[src/ccss_pkg.sv]
// ccss_pkg: constants for the cpu clock source switch
// assumes a single 125 MHz clock and plain-port register access
package ccss_pkg;
   // oscillation mode register fields
   localparam int EXT_MAIN_BIT   = 7;
   localparam int MAIN_OSC_BIT   = 6;
   localparam int SUB_EXT_BIT    = 5;
   localparam int SUB_OSC_BIT    = 4;
   localparam int AMP_HIGH_BIT   = 0;
   // main oscillator control register
   localparam int MAIN_STOP_BIT  = 7;
   // main clock mode register
   localparam int MAIN_SYS_BIT   = 2;
   localparam int MAIN_ROUTE_BIT = 0;
   // processor clock control register
   localparam int SUB_FORCE_BIT  = 6;
   localparam int CPU_SUB_BIT    = 4;
   // ring oscillator mode register
   localparam int RING_STAT_BIT  = 7;
   localparam int RING_STOP_BIT  = 0;
   // reset values
   localparam logic [7:0] OSC_MODE_RST  = 8'h00;
   localparam logic [7:0] MAIN_CTL_RST  = 8'h80;
   localparam logic [7:0] MAIN_MODE_RST = 8'h00;
   localparam logic [7:0] PROC_CTL_RST  = 8'h00;
   localparam logic [7:0] RING_MODE_RST = 8'h00;
   // clock withheld after amplitude raise
   localparam int CLK_PERIOD_PS  = 8000;
   localparam int AMP_HOLD_NS    = 5000;
   localparam int AMP_HOLD_CYC   = (AMP_HOLD_NS * 1000 + CLK_PERIOD_PS - 1) / CLK_PERIOD_PS;
   localparam logic [9:0] AMP_HOLD_CNT = 10'(AMP_HOLD_CYC);
   // clock sources and power states
   typedef enum logic [1:0] {SRC_RING, SRC_MAIN, SRC_SUB} ccss_src_t;
   typedef enum logic [2:0] {
      ST_RUN_RING, ST_RUN_MAIN, ST_RUN_SUB,
      ST_HALT_RING, ST_HALT_MAIN, ST_HALT_SUB,
      ST_STOP_RING, ST_STOP_MAIN
   } ccss_pwr_t;
endpackage : ccss_pkg

[src/ccss_glitchfree_mux.sv]
// ccss_glitchfree_mux: one-hot gate select over three source enables
// assumes source enables are sampled in the MCLK domain
`timescale 1ns/10ps
`default_nettype none
module ccss_glitchfree_mux
(
   // clock and reset
   input  wire  logic        clk,
   input  wire  logic        rst,
   // selection
   input  wire  logic [1:0]  sel,
   input  wire  logic        hold,
   // gated one-hot grant
   output logic       [2:0]  grant_q
);
   logic [2:0] want;
   logic       idle_q;

   always_comb
   begin
      want = 3'h0;
      want[sel] = 1'b1;
   end

   // break before make: drop the old grant, spend two idle cycles, then grant
   // the new one, so no source is ever gated mid-pulse
   always_ff @(posedge clk)
   begin
      if (rst)
      begin
         grant_q <= 3'h1;
         idle_q  <= 1'b0;
      end
      else if (hold)
         grant_q <= 3'h0;
      else if (grant_q != want && grant_q != 3'h0)
         grant_q <= 3'h0;
      else if (grant_q == 3'h0)
      begin
         idle_q  <= ~idle_q;
         if (idle_q)
            grant_q <= want;
      end
      else
         idle_q <= 1'b0;
   end
endmodule : ccss_glitchfree_mux
`default_nettype wire

[src/ccss_clock_switch.sv]
// ccss_clock_switch: cpu clock source selection, halt and stop states
// assumes register writes arrive as per-register strobes with 8-bit data
// Behaviour
// - after reset cpu runs from ring oscillator
// - amplitude and main select change once only
// - halt instruction enters halt state per source
// - stop from ring or main operation
// - oscillation mode bits seven to four, zero
// - main stop bit seven stops main oscillator
// - main select bit two, route bit zero
// - sub force bit six, cpu select four
// - ring status bit seven, stop bit zero
// - cpu select one feeds subsystem clock
// - amplitude raise withholds cpu clock 5 us
`timescale 1ns/10ps
`default_nettype none
module ccss_clock_switch
(
   // clock and reset
   input  wire  logic        MCLK,
   input  wire  logic        SRST,
   // register writes
   input  wire  logic [7:0]  WDATA,
   input  wire  logic        OSC_MODE_WR,
   input  wire  logic        MAIN_CTL_WR,
   input  wire  logic        MAIN_MODE_WR,
   input  wire  logic        PROC_CTL_WR,
   input  wire  logic        RING_MODE_WR,
   // register read-back
   output logic       [7:0]  OSC_MODE_RD,
   output logic       [7:0]  MAIN_CTL_RD,
   output logic       [7:0]  MAIN_MODE_RD,
   output logic       [7:0]  PROC_CTL_RD,
   output logic       [7:0]  RING_MODE_RD,
   // cpu instructions and wakeup
   input  wire  logic        HALT_EXEC,
   input  wire  logic        STOP_EXEC,
   input  wire  logic        WAKEUP,
   // oscillator controls and clock routing
   output logic              MAIN_OSC_EN,
   output logic              MAIN_EXT_EN,
   output logic              SUB_OSC_EN,
   output logic              SUB_EXT_EN,
   output logic              RING_OSC_EN,
   output logic              AMP_HIGH,
   output logic       [2:0]  CPU_CLK_GRANT,
   output logic              CPU_CLK_HOLD,
   output logic       [2:0]  PWR_STATE
);
   logic [7:0]            osc_mode_q;
   logic [7:0]            main_ctl_q;
   logic [7:0]            main_mode_q;
   logic [7:0]            proc_ctl_q;
   logic                  ring_stop_q;
   logic                  amp_done_q;
   logic                  sel_done_q;
   logic [9:0]            amp_cnt_q;
   ccss_pkg::ccss_src_t   src;
   ccss_pkg::ccss_pwr_t   pwr_q;
   logic                  gate_off;
   logic                  amp_rise;

   assign amp_rise = OSC_MODE_WR && !amp_done_q
                     && WDATA[ccss_pkg::AMP_HIGH_BIT] && !osc_mode_q[ccss_pkg::AMP_HIGH_BIT];

   // oscillation mode: amplitude bit is writable once after reset
   always_ff @(posedge MCLK)
   begin
      if (SRST)
      begin
         osc_mode_q <= ccss_pkg::OSC_MODE_RST;
         amp_done_q <= 1'b0;
      end
      else if (OSC_MODE_WR)
      begin
         osc_mode_q[7:4] <= WDATA[7:4];
         if (!amp_done_q && WDATA[ccss_pkg::AMP_HIGH_BIT] != osc_mode_q[ccss_pkg::AMP_HIGH_BIT])
         begin
            osc_mode_q[ccss_pkg::AMP_HIGH_BIT] <= WDATA[ccss_pkg::AMP_HIGH_BIT];
            amp_done_q <= 1'b1;
         end
      end
   end

   // main oscillator control; stopped after reset
   always_ff @(posedge MCLK)
   begin
      if (SRST)
         main_ctl_q <= ccss_pkg::MAIN_CTL_RST;
      else if (MAIN_CTL_WR)
         main_ctl_q <= {WDATA[ccss_pkg::MAIN_STOP_BIT], 7'h00};
   end

   // main clock mode: select bit is writable once after reset
   always_ff @(posedge MCLK)
   begin
      if (SRST)
      begin
         main_mode_q <= ccss_pkg::MAIN_MODE_RST;
         sel_done_q  <= 1'b0;
      end
      else if (MAIN_MODE_WR)
      begin
         main_mode_q[ccss_pkg::MAIN_ROUTE_BIT] <= WDATA[ccss_pkg::MAIN_ROUTE_BIT];
         if (!sel_done_q && WDATA[ccss_pkg::MAIN_SYS_BIT] != main_mode_q[ccss_pkg::MAIN_SYS_BIT])
         begin
            main_mode_q[ccss_pkg::MAIN_SYS_BIT] <= WDATA[ccss_pkg::MAIN_SYS_BIT];
            sel_done_q <= 1'b1;
         end
      end
   end

   // processor clock control
   always_ff @(posedge MCLK)
   begin
      if (SRST)
         proc_ctl_q <= ccss_pkg::PROC_CTL_RST;
      else if (PROC_CTL_WR)
         proc_ctl_q <= WDATA & 8'h50;
   end

   // ring oscillator mode
   always_ff @(posedge MCLK)
   begin
      if (SRST)
         ring_stop_q <= ccss_pkg::RING_MODE_RST[ccss_pkg::RING_STOP_BIT];
      else if (RING_MODE_WR)
         ring_stop_q <= WDATA[ccss_pkg::RING_STOP_BIT];
   end

   // amplitude raise withholds the cpu clock while the oscillator settles
   always_ff @(posedge MCLK)
   begin
      if (SRST)
         amp_cnt_q <= 10'h000;
      else if (amp_rise)
         amp_cnt_q <= ccss_pkg::AMP_HOLD_CNT;
      else if (amp_cnt_q != 10'h000)
         amp_cnt_q <= amp_cnt_q - 10'h001;
   end

   // source choice; ring oscillator unless software routes elsewhere
   always_comb
   begin
      if (proc_ctl_q[ccss_pkg::CPU_SUB_BIT])
         src = ccss_pkg::SRC_SUB;
      else if (main_mode_q[ccss_pkg::MAIN_SYS_BIT] && main_mode_q[ccss_pkg::MAIN_ROUTE_BIT])
         src = ccss_pkg::SRC_MAIN;
      else
         src = ccss_pkg::SRC_RING;
   end

   // power state: halt per source, stop only from ring or main
   always_ff @(posedge MCLK)
   begin
      if (SRST)
         pwr_q <= ccss_pkg::ST_RUN_RING;
      else
         unique case (pwr_q)
            ccss_pkg::ST_RUN_RING, ccss_pkg::ST_RUN_MAIN, ccss_pkg::ST_RUN_SUB:
            begin
               if (STOP_EXEC && src != ccss_pkg::SRC_SUB)
                  pwr_q <= (src == ccss_pkg::SRC_MAIN) ? ccss_pkg::ST_STOP_MAIN
                                                       : ccss_pkg::ST_STOP_RING;
               else if (HALT_EXEC)
                  pwr_q <= (src == ccss_pkg::SRC_MAIN) ? ccss_pkg::ST_HALT_MAIN :
                           (src == ccss_pkg::SRC_SUB)  ? ccss_pkg::ST_HALT_SUB
                                                       : ccss_pkg::ST_HALT_RING;
               else
                  pwr_q <= (src == ccss_pkg::SRC_MAIN) ? ccss_pkg::ST_RUN_MAIN :
                           (src == ccss_pkg::SRC_SUB)  ? ccss_pkg::ST_RUN_SUB
                                                       : ccss_pkg::ST_RUN_RING;
            end
            ccss_pkg::ST_HALT_RING, ccss_pkg::ST_HALT_MAIN, ccss_pkg::ST_HALT_SUB,
            ccss_pkg::ST_STOP_RING, ccss_pkg::ST_STOP_MAIN:
            begin
               if (WAKEUP)
                  pwr_q <= ccss_pkg::ST_RUN_RING;
            end
         endcase
   end

   // cpu clock gated off while held by the amplitude timer or sleeping
   assign gate_off = (amp_cnt_q != 10'h000) || amp_rise
                     || (pwr_q != ccss_pkg::ST_RUN_RING && pwr_q != ccss_pkg::ST_RUN_MAIN
                         && pwr_q != ccss_pkg::ST_RUN_SUB);

   ccss_glitchfree_mux u_mux
   (
      .clk     (MCLK),
      .rst     (SRST),
      .sel     (src),
      .hold    (gate_off),
      .grant_q (CPU_CLK_GRANT)
   );

   // both stop states halt the ring oscillator, only ST_STOP_MAIN halts main; the subsystem keeps running
   assign MAIN_OSC_EN   = osc_mode_q[ccss_pkg::MAIN_OSC_BIT] && !osc_mode_q[ccss_pkg::EXT_MAIN_BIT]
                          && !main_ctl_q[ccss_pkg::MAIN_STOP_BIT]
                          && pwr_q != ccss_pkg::ST_STOP_MAIN;
   assign MAIN_EXT_EN   = osc_mode_q[ccss_pkg::MAIN_OSC_BIT] && osc_mode_q[ccss_pkg::EXT_MAIN_BIT]
                          && !main_ctl_q[ccss_pkg::MAIN_STOP_BIT]
                          && pwr_q != ccss_pkg::ST_STOP_MAIN;
   assign SUB_OSC_EN    = proc_ctl_q[ccss_pkg::SUB_FORCE_BIT]
                          || (osc_mode_q[ccss_pkg::SUB_OSC_BIT] && !osc_mode_q[ccss_pkg::SUB_EXT_BIT]);
   assign SUB_EXT_EN    = !proc_ctl_q[ccss_pkg::SUB_FORCE_BIT]
                          && osc_mode_q[ccss_pkg::SUB_OSC_BIT] && osc_mode_q[ccss_pkg::SUB_EXT_BIT];
   assign RING_OSC_EN   = !ring_stop_q && pwr_q != ccss_pkg::ST_STOP_RING
                          && pwr_q != ccss_pkg::ST_STOP_MAIN;
   assign AMP_HIGH      = osc_mode_q[ccss_pkg::AMP_HIGH_BIT];
   assign CPU_CLK_HOLD  = gate_off;
   assign PWR_STATE     = pwr_q;
   assign OSC_MODE_RD   = osc_mode_q;
   assign MAIN_CTL_RD   = main_ctl_q;
   assign MAIN_MODE_RD  = main_mode_q;
   assign PROC_CTL_RD   = proc_ctl_q;
   assign RING_MODE_RD  = {RING_OSC_EN ? 1'b0 : 1'b1, 6'h00, ring_stop_q};
endmodule : ccss_clock_switch
`default_nettype wire

[config.mk]
export PLATFORM = sky130hd
export DESIGN_NAME = ccss_clock_switch
export DESIGN_NICKNAME = d
export VERILOG_FILES = /design/src/ccss_pkg.sv /design/src/ccss_glitchfree_mux.sv /design/src/ccss_clock_switch.sv
export SDC_FILE = /design/constraint.sdc
export NUM_CORES = 1
export LEC_CHECK = 0
export ABC_CLOCK_PERIOD_IN_PS = 5600
export BUFFER_PORTS_ARGS = -buffer_cell sky130_fd_sc_hd__buf_2
export CAP_MARGIN = 5
export CORE_ASPECT_RATIO = 0.8
export CORE_UTILIZATION = 51
export DETAILED_ROUTE_END_ITERATION = 6
export GPL_TIMING_DRIVEN = 0
export PLACE_DENSITY_LB_ADDON = 0.3
export SKIP_LAST_GASP = 1
export SLEW_MARGIN = 20
export SYNTH_ARGS = -nofsm -noshare
export SYNTH_HDL_FRONTEND = slang
export SYNTH_SLANG_ARGS = --single-unit
[constraint.sdc]
create_clock -name MCLK -period 5.6 [get_ports MCLK]
set_input_delay 1.12 -clock MCLK [delete_from_list [all_inputs] [get_ports MCLK]]
set_output_delay 1.12 -clock MCLK [all_outputs]
set_load 0.005 [all_outputs]
==> flow_summary.json, run 1 <==
{
  "relSlewSlack": 0.6291,
  "hold_viol": 0,
  "syn_to_final_growth_pct": 25.89,
  "startpoint_type": "primary input",
  "outcome": "finished clean",
  "antenna_found_initial": 0,
  "die_x_um": 65.46,
  "cts_setup_buffers": 0,
  "holdWs_ns": 0.4744,
  "max_freq_ghz": 0.2846,
  "overflow": 0,
  "drc": 0,
  "maxSlewViolCount": 0,
  "grt_max_degree": 11,
  "synthArstFlopShare": 0,
  "final_area_um2": 2068,
  "place_congestion": 0.7741,
  "crit_family": "simple AND/OR/NAND/NOR gates",
  "period_share": 0.6275,
  "yosys.area.top_type": "dfxtp_1",
  "wl_um": 3264,
  "rows": 18,
  "yosys_warnings": 0,
  "end_kind": "output port",
  "min_path_cells": 2,
  "ant_nets": 0,
  "crit_arrival_ns": 2.39,
  "synth-seq-cells": 30,
  "rsz0062_at_grt": "false",
  "clk_pin_slew_ns": 0.06,
  "synth_cell_type_count": 44,
  "cts.sinks": 30,
  "vias": 1428,
  "synth_top_area_share": 0.3656,
  "nets": 280,
  "drtIter0Drc": 76,
  "ctsResizeCount": 0,
  "hold_buffers": 0,
  "leakage_uw": 0.001057,
  "core_um2": 3085,
  "ys_seq_area_frac": 0.3656,
  "setup_violations": 0,
  "worst-path-buf-inv": 4,
  "die_y_um": 52.77,
  "io_buffers": 39,
  "htreeDepth": 2,
  "grt_pass1_wl_um": 5175,
  "initial_core_util": 0.5324,
  "reg2reg_to": "u_mux.idle_q",
  "min_from": "sel_done_q",
  "cp_slowest_stage_delay_ns": 0.37,
  "max_cap_violations": 0,
  "worst_slew_pin_slew_ns": 0.5551,
  "synth-edff-count": 0,
  "worstHoldEndpoint": "sel_done_q",
  "finalPower_uw": 754.8,
  "numCtsBuffers": 5,
  "crit_chain": "buf_2, nand2b_1, or3b_1, clkbuf_1, and3_1, inv_1, buf_2",
  "io_pins": 71,
  "synth_cells": 188,
  "critPathMaxFanout": 8,
  "dr.pass1.iters": 4,
  "synth_area_leaders": "dfxtp_1 37%, buf_4 14%, mux2i_1 7.3%",
  "grt_pass1_vias": 1206,
  "post_drt_wl_per_cell_um": 10.84,
  "die_area_um2": 3454,
  "path_class": "in -> out",
  "synth_area_per_cell_um2": 8.738,
  "min_period_ns": 3.514,
  "placed_area_um2": 1989,
  "fillers": 274,
  "synthFlopType": "dfxtp_1",
  "crit_required_ns": 4.48,
  "grtUsageTotal": 0.2045,
  "place_hpwl_um": 2453,
  "powerDensity_nw_per_um2": 365.0,
  "drive_above_1_share": 0.3218,
  "rrSetupSlack_ns": 3.51,
  "finClkSkew_ns": 0.005627,
  "clock_latency_ns": 0.28,
  "clk_path_buf_depth": 2,
  "root_buffer": "clkbuf_8",
  "synth_area_um2": 1643,
  "tns_ns": 0,
  "diodes": 0,
  "hold_class": "reg -> reg",
  "post_drt_via_cell_ratio": 4.744,
  "r2r-start": "amp_cnt_q[0]",
  "reg2reg_depth": 7,
  "path_common_cell": "buf_2",
  "cts_tree": "done",
  "ir_drop_v": 0.0001640,
  "cpMaxStageDelayCell": "or3b_1"
}
## routing by layer
metal / vias up / share of wire / global-route usage
met5: - / 0 / 0
met4: 0 / 0.013 / 0.09420
met3: 4 / 0.058 / 0.06957
met2: 50 / 0.46 / 0.3333
met1: 635 / 0.47 / 0.2425
li1: 739 / - / -
## worst reg2reg max path, stage by stage (launching register included)
cell       delay, ns
dfxtp_1         0.32
inv_1           0.09
ha_1            0.20
nor3b_1         0.49
and3_1          0.24
buf_4           0.15
o2111ai_2       0.18
a32o_1          0.31
## Yosys cell counts, types with 2 or more instances
| cell type | instances |
|---|---|
| dfxtp_1 | 30 |
| a31oi_1 | 2 |
| and3_1 | 3 |
| and4b_1 | 2 |
| buf_2 | 2 |
| nor3b_1 | 3 |
| a21oi_1 | 17 |
| mux2i_1 | 12 |
| nor2_1 | 21 |
| xnor2_1 | 3 |
| nor2b_1 | 2 |
| xor2_1 | 2 |
| or3_1 | 2 |
| clkbuf_1 | 4 |
| or4_1 | 3 |
| inv_1 | 9 |
| nor3_1 | 3 |
| o31ai_1 | 3 |
| nand2_1 | 7 |
| nand3_1 | 2 |
| buf_4 | 31 |
| or3b_1 | 2 |
| a21o_1 | 2 |
## how the worst max path moves through the flow
stage | from | to | slack [ns] | cells past startpoint
final | OSC_MODE_WR | CPU_CLK_HOLD | 2.09 | 7
after global routing | OSC_MODE_WR | CPU_CLK_HOLD | 2.02 | 7
after CTS | OSC_MODE_WR | CPU_CLK_HOLD | 2.08 | 7
after detailed placement | OSC_MODE_WR | CPU_CLK_HOLD | 2.10 | 7
after global placement | OSC_MODE_WR | CPU_CLK_HOLD | 2.13 | 7
after floorplan | OSC_MODE_WR | CPU_CLK_HOLD | 2.36 | 6
## power breakdown
part	internal, uW	switching [uW]
logic	145	143
registers	255	50.1
clock network	83.1	78.6
total	484	271
## per-stage QoR
stage / instances / utilization / setup WS [ns]
after CTS: 301 / 0.6703 / 2.079
after global placement: 294 / 0.6448 / 2.127
final: 301 / 0.6703 / 2.086
after floorplan: 215 / - / 2.356
after global routing: 301 / 0.6703 / 2.021
after detailed placement: 294 / 0.6448 / 2.105
## kinds of logic after synthesis
family | count (synthesis) | share of synthesized area
and+or+nand+nor | 58 | 0.2064
AOI/OAI and AO/OA | 35 | 0.1409
xor gates and xnor gates | 5 | 0.02666
other | 1 | 0.002283
muxes | 12 | 0.07312
DFF | 30 | 0.3656
adders and majority gates | 1 | 0.007615
buffers and inverters | 46 | 0.1775
## layout by cell type, fill, tap and decap left out, drive strengths merged, types with 3 or more instances in the layout
cell type / n
o31ai: 3
a21oi: 18
buf: 72
and3: 3
xnor2: 3
or3b: 3
conb: 28
nor3: 3
clkbuf: 9
inv: 9
or4: 3
mux2i: 12
nand2: 7
nor2: 21
nor3b: 3
dfxtp: 30
## area by class of cell
type	count	area (um2)	area share
clock inverter	2	10.01	0.004840
clock buffer	5	68.82	0.03327
multi-input combinational	139	852.1	0.4120
sequential	30	600.6	0.2904
inverter	9	33.78	0.01633
buffer	37	257.7	0.1246
timing repair buffer	39	195.2	0.09437
tap	40	50.05	0.02420
## flip-flops by register name, indices dropped and copies added (netlist names)
signal	cells
u_mux.grant_q	3
amp_done_q	1
PROC_CTL_RD	2
sel_done_q	1
PWR_STATE	3
MAIN_CTL_RD	1
OSC_MODE_RD	5
amp_cnt_q	10
MAIN_MODE_RD	2
u_mux.idle_q	1
ring_stop_q	1
(Power assumes the default switching activity.)
==> run 2: changes to the inputs <==
Settings changed: ABC_CLOCK_PERIOD_IN_PS 5600 to 3400, CORE_UTILIZATION 51 to 47.
Clock period 5.6 ns to 3.4 ns, I/O delays scaled along.
==> flow_summary.json, run 2 (synthesized netlist as in run 1, its figures left out) <==
{
  "path_class": "reg -> out",
  "htreeDepth": 2,
  "max_freq_ghz": 0.3593,
  "crit_arrival_ns": 2.10,
  "clk_pin_slew_ns": 0.06,
  "core_um2": 3198,
  "root_buffer": "clkbuf_8",
  "cts_setup_buffers": 0,
  "wl_um": 3158,
  "min_period_ns": 2.783,
  "fillers": 294,
  "cts_tree": "done",
  "powerDensity_nw_per_um2": 594.2,
  "cp_slowest_stage_delay_ns": 0.48,
  "clock_latency_ns": 0.27,
  "reg2reg_depth": 7,
  "critPathMaxFanout": 8,
  "ctsResizeCount": 0,
  "numCtsBuffers": 5,
  "initial_core_util": 0.5137,
  "antenna_found_initial": 0,
  "drtIter0Drc": 90,
  "drive_above_1_share": 0.3142,
  "reg2reg_to": "u_mux.idle_q",
  "leakage_uw": 0.001052,
  "period_share": 0.8186,
  "tns_ns": 0,
  "vias": 1434,
  "grt_pass1_wl_um": 5140,
  "maxSlewViolCount": 0,
  "dr.pass1.iters": 4,
  "setup_violations": 0,
  "die_area_um2": 3737,
  "grtUsageTotal": 0.1895,
  "min_path_cells": 2,
  "worstHoldEndpoint": "amp_done_q",
  "hold_buffers": 0,
  "io_pins": 71,
  "largest_register_ffs": 10,
  "ir_drop_v": 0.0003445,
  "worst_slack_ns": 0.6166,
  "min_from": "amp_done_q",
  "syn_to_final_growth_pct": 25.74,
  "fin_util": 0.6459,
  "rsz0062_at_grt": "false",
  "nets": 280,
  "place_congestion": 0.7712,
  "hold_viol": 0,
  "place_hpwl_um": 2480,
  "worst_slew_pin_slew_ns": 0.5399,
  "crit_chain": "inv_1, ha_1, nor3b_1, and3_1, buf_4, and3_1, inv_1, buf_2",
  "final_cells": 301,
  "path_depth": 8,
  "worst-path-buf-inv": 4,
  "relSlewSlack": 0.6393,
  "top_register": "amp_cnt_q",
  "grt_max_degree": 11,
  "max_cap_violations": 0,
  "end_kind": "output port",
  "die_y_um": 54.88,
  "drc": 0,
  "startpoint_type": "flop",
  "rrSetupSlack_ns": 1.33,
  "holdWs_ns": 0.4738,
  "cpMaxStageDelayCell": "nor3b_1",
  "post_drt_wl_per_cell_um": 10.49,
  "io_buffers": 39,
  "diodes": 0,
  "rows": 18,
  "ant_nets": 0,
  "cts.sinks": 30,
  "layout_commonest_cell": "buf_2",
  "dp_worst_setup_slack_ns": 0.7901,
  "post_drt_via_cell_ratio": 4.764,
  "overflow": 0,
  "finClkSkew_ns": 0.007053,
  "die_x_um": 68.10,
  "place_inst": 294,
  "layout_common_cells": "41 x buf_2, 31 x buf_4, 30 x dfxtp_1",
  "crit_family": "simple AND/OR/NAND/NOR gates",
  "grt_pass1_vias": 1197,
  "r2r-start": "amp_cnt_q[0]",
  "outcome": "finished clean",
  "hold_class": "reg -> reg",
  "crit_required_ns": 2.72,
  "clk_path_buf_depth": 2
}
## run 2: per-layer routing
| metal | track usage | part of all wire | up-vias |
|---|---|---|---|
| li1 | - | - | 746 |
| met1 | 0.2390 | 0.47 | 632 |
| met2 | 0.3121 | 0.44 | 54 |
| met3 | 0.03750 | 0.074 | 2 |
| met4 | 0.08681 | 0.0085 | 0 |
| met5 | 0 | 0 | - |
## run 2: worst register-to-register path, cell delays in order, from the launching register on
cell	delay, ns
dfxtp_1	0.32
inv_1	0.10
ha_1	0.20
nor3b_1	0.48
and3_1	0.24
buf_4	0.16
o2111ai_2	0.18
a32o_1	0.31
## run 2: worst max-delay path by stage
stage | start | to | slack (ns)
2_1_floorplan | OSC_MODE_WR | CPU_CLK_HOLD | 1.04
3_3_place_gp | OSC_MODE_WR | CPU_CLK_HOLD | 0.81
3_5_place_dp | OSC_MODE_WR | CPU_CLK_HOLD | 0.79
4_1_cts | amp_cnt_q[0] | CPU_CLK_HOLD | 0.62
5_1_grt | amp_cnt_q[0] | CPU_CLK_HOLD | 0.42
6_report | amp_cnt_q[0] | CPU_CLK_HOLD | 0.62
## run 2: power by group
group          internal, uW  leakage (uW)  total (uW)  switching [uW]
combinational           239      0.000766         471             233
clock                   140     0.0000383         258             117
sequential              421      0.000248         498            77.4
## run 2: cell type report
type	count	area, um2	share of cell area
inverters	9	33.78	0.01635
multi-input cells	139	852.1	0.4125
clock buffers	7	76.32	0.03695
well taps	40	50.05	0.02423
repair buffers	39	195.2	0.09449
flip-flops and latches	30	600.6	0.2907
plain buffers	37	257.7	0.1248
## run 2: per-stage QoR
stage               power, uW  instance area (um2)
detailed placement      972.6                 1989
finish                   1227                 2066
global route             1329                 2066
global placement        959.6                 1989
CTS                      1235                 2066
floorplan               869.1                 1744
==> run 3: changes to the inputs <==
Settings changed: ABC_AREA set to 1, ABC_CLOCK_PERIOD_IN_PS 3400 to 2600.
Clock period 3.4 ns to 2.6 ns, I/O delays scaled along.
==> flow_summary.json, run 3 <==
{
  "outcome": "finished clean",
  "grt_max_degree": 11,
  "period_share": 0.8180,
  "nets": 329,
  "htreeDepth": 2,
  "hold_buffers": 0,
  "diodes": 0,
  "synth_cells": 236,
  "vias": 1576,
  "place_hpwl_um": 2663,
  "maxSlewViolCount": 0,
  "post_drt_wl_per_cell_um": 9.550,
  "ant_nets": 0,
  "crit_family": "simple AND/OR/NAND/NOR gates",
  "grt_pass1_vias": 1283,
  "synth-seq-cells": 30,
  "end_kind": "output port",
  "critPathMaxFanout": 8,
  "rows": 19,
  "synthFlopType": "dfxtp_1",
  "synthTopCellsByCount": "39 x nand2_1, 30 x buf_4, 30 x dfxtp_1, 28 x nor2_1, 24 x inv_1",
  "wl_um": 3371,
  "path_class": "reg -> out",
  "die_area_um2": 3820,
  "worst-path-buf-inv": 3,
  "synthArstFlopShare": 0,
  "min_period_ns": 2.127,
  "grtUsageTotal": 0.1941,
  "clock_latency_ns": 0.28,
  "die_x_um": 68.85,
  "layout_commonest_cell": "buf_2",
  "die_y_um": 55.48,
  "max_freq_ghz": 0.4702,
  "tns_ns": 0,
  "powerDensity_nw_per_um2": 778.9,
  "crit_arrival_ns": 1.61,
  "syn_to_final_growth_pct": 26.73,
  "yosys_warnings": 0,
  "finClkSkew_ns": 0.003422,
  "initial_core_util": 0.4909,
  "grt_pass1_wl_um": 5547,
  "synth_area_um2": 1680,
  "antenna_found_initial": 0,
  "clk_pin_slew_ns": 0.06,
  "rsz0062_at_grt": "false",
  "hold_class": "in -> reg",
  "drc": 0,
  "hold_viol": 0,
  "synth_cell_type_count": 29,
  "drive_above_1_share": 0.3087,
  "clk_path_buf_depth": 2,
  "io_pins": 71,
  "holdWs_ns": 0.4179,
  "synth_top_area_share": 0.3574,
  "io_buffers": 40,
  "cts.sinks": 30,
  "numCtsBuffers": 5,
  "overflow": 0,
  "startpoint_type": "flop",
  "place_congestion": 0.8481,
  "post_drt_via_cell_ratio": 4.465,
  "synth.most_common_cell": "nand2_1",
  "cts_tree": "done",
  "ys_seq_area_frac": 0.3574,
  "crit_chain": "inv_1, ha_1, nand2_2, nor2_4, nand3_4, nor2_4, inv_1, buf_2",
  "max_cap_violations": 0,
  "ctsResizeCount": 0,
  "core_um2": 3423,
  "crit_required_ns": 2.08,
  "largest_register_ffs": 10,
  "cp_slowest_stage_delay_ns": 0.31,
  "top_register": "amp_cnt_q",
  "yosys.area.top_type": "dfxtp_1",
  "cts_setup_buffers": 0,
  "synth-edff-count": 0,
  "setup_violations": 0,
  "drtIter0Drc": 59,
  "synth_area_per_cell_um2": 7.120,
  "ir_drop_v": 0.0003572,
  "synth_area_leaders": "dfxtp_1 36%, buf_4 13%, nand2_1 8.7%",
  "leakage_uw": 0.001137,
  "cpMaxStageDelayCell": "dfxtp_1",
  "dr.pass1.iters": 4,
  "layout_common_cells": "40 x buf_2, 39 x nand2_1, 30 x dfxtp_1, 30 x buf_4",
  "root_buffer": "clkbuf_8"
}
run 3: report_power, final:
part / internal, uW / switching [uW]
Clock: 212 / 180
Combinational: 263 / 375
Sequential: 552 / 76.6
Total: 1030 / 632
run 3: final timing paths:
check	startpoint	cells past startpoint	slack, ns	to
worst max register to register	amp_cnt_q[0]	9	1.06	amp_cnt_q[0]
worst min-delay path	RING_MODE_WR	2	0.42	ring_stop_q
worst min register to register	sel_done_q	2	0.47	sel_done_q
worst max-delay path	amp_cnt_q[0]	8	0.47	CPU_CLK_HOLD
run 3: cells by family (layout without fill, tap and decap cells):
logic type      after synthesis  count (layout)  synth area share
other cells                   1              28          0.002232
compound gates               43              43            0.1355
fa+ha+maj                     1               1          0.007445
flops                        30              30            0.3574
buf+inv                      61             109            0.2077
xor+xnor                      5               5           0.02606
simple gates                 95              95            0.2636
run 3: worst register-to-register path, cell delays in order (launching register included):
cell,delay [ns]
dfxtp_1,0.31
inv_1,0.09
ha_1,0.24
nand2_2,0.10
nor2_4,0.12
nand3_4,0.14
inv_1,0.15
nor2_1,0.07
o21ai_0,0.17
inv_1,0.05
run 3: final cells by class:
cell class / count / area (um2)
plain buffers: 32 / 240.2
clock buffers: 6 / 82.58
clock inverters: 2 / 12.51
fillers: 328 / 1294
inverters: 29 / 108.9
multi-input cells: 172 / 832.0
flip-flops and latches: 30 / 600.6
well taps: 42 / 52.55
repair buffers: 40 / 200.2
run 3: per-stage QoR:
step	setup WS [ns]	instances	util	instance area, um2	power (uW)
floorplan	1.021	263	-	1782	1142
global placement	0.7791	345	0.5943	2034	1264
detailed placement	0.7674	345	0.5943	2034	1276
CTS	0.4531	353	0.6221	2130	1668
global route	0.3400	353	0.6221	2130	1810
finish	0.4731	353	0.6221	2130	1659
run 3: layer usage:
layer / global-route usage / part of all wire
met4: 0.08746 / 0.013
met2: 0.2746 / 0.42
met1: 0.2691 / 0.50
met5: 0 / 0
met3: 0.05579 / 0.071
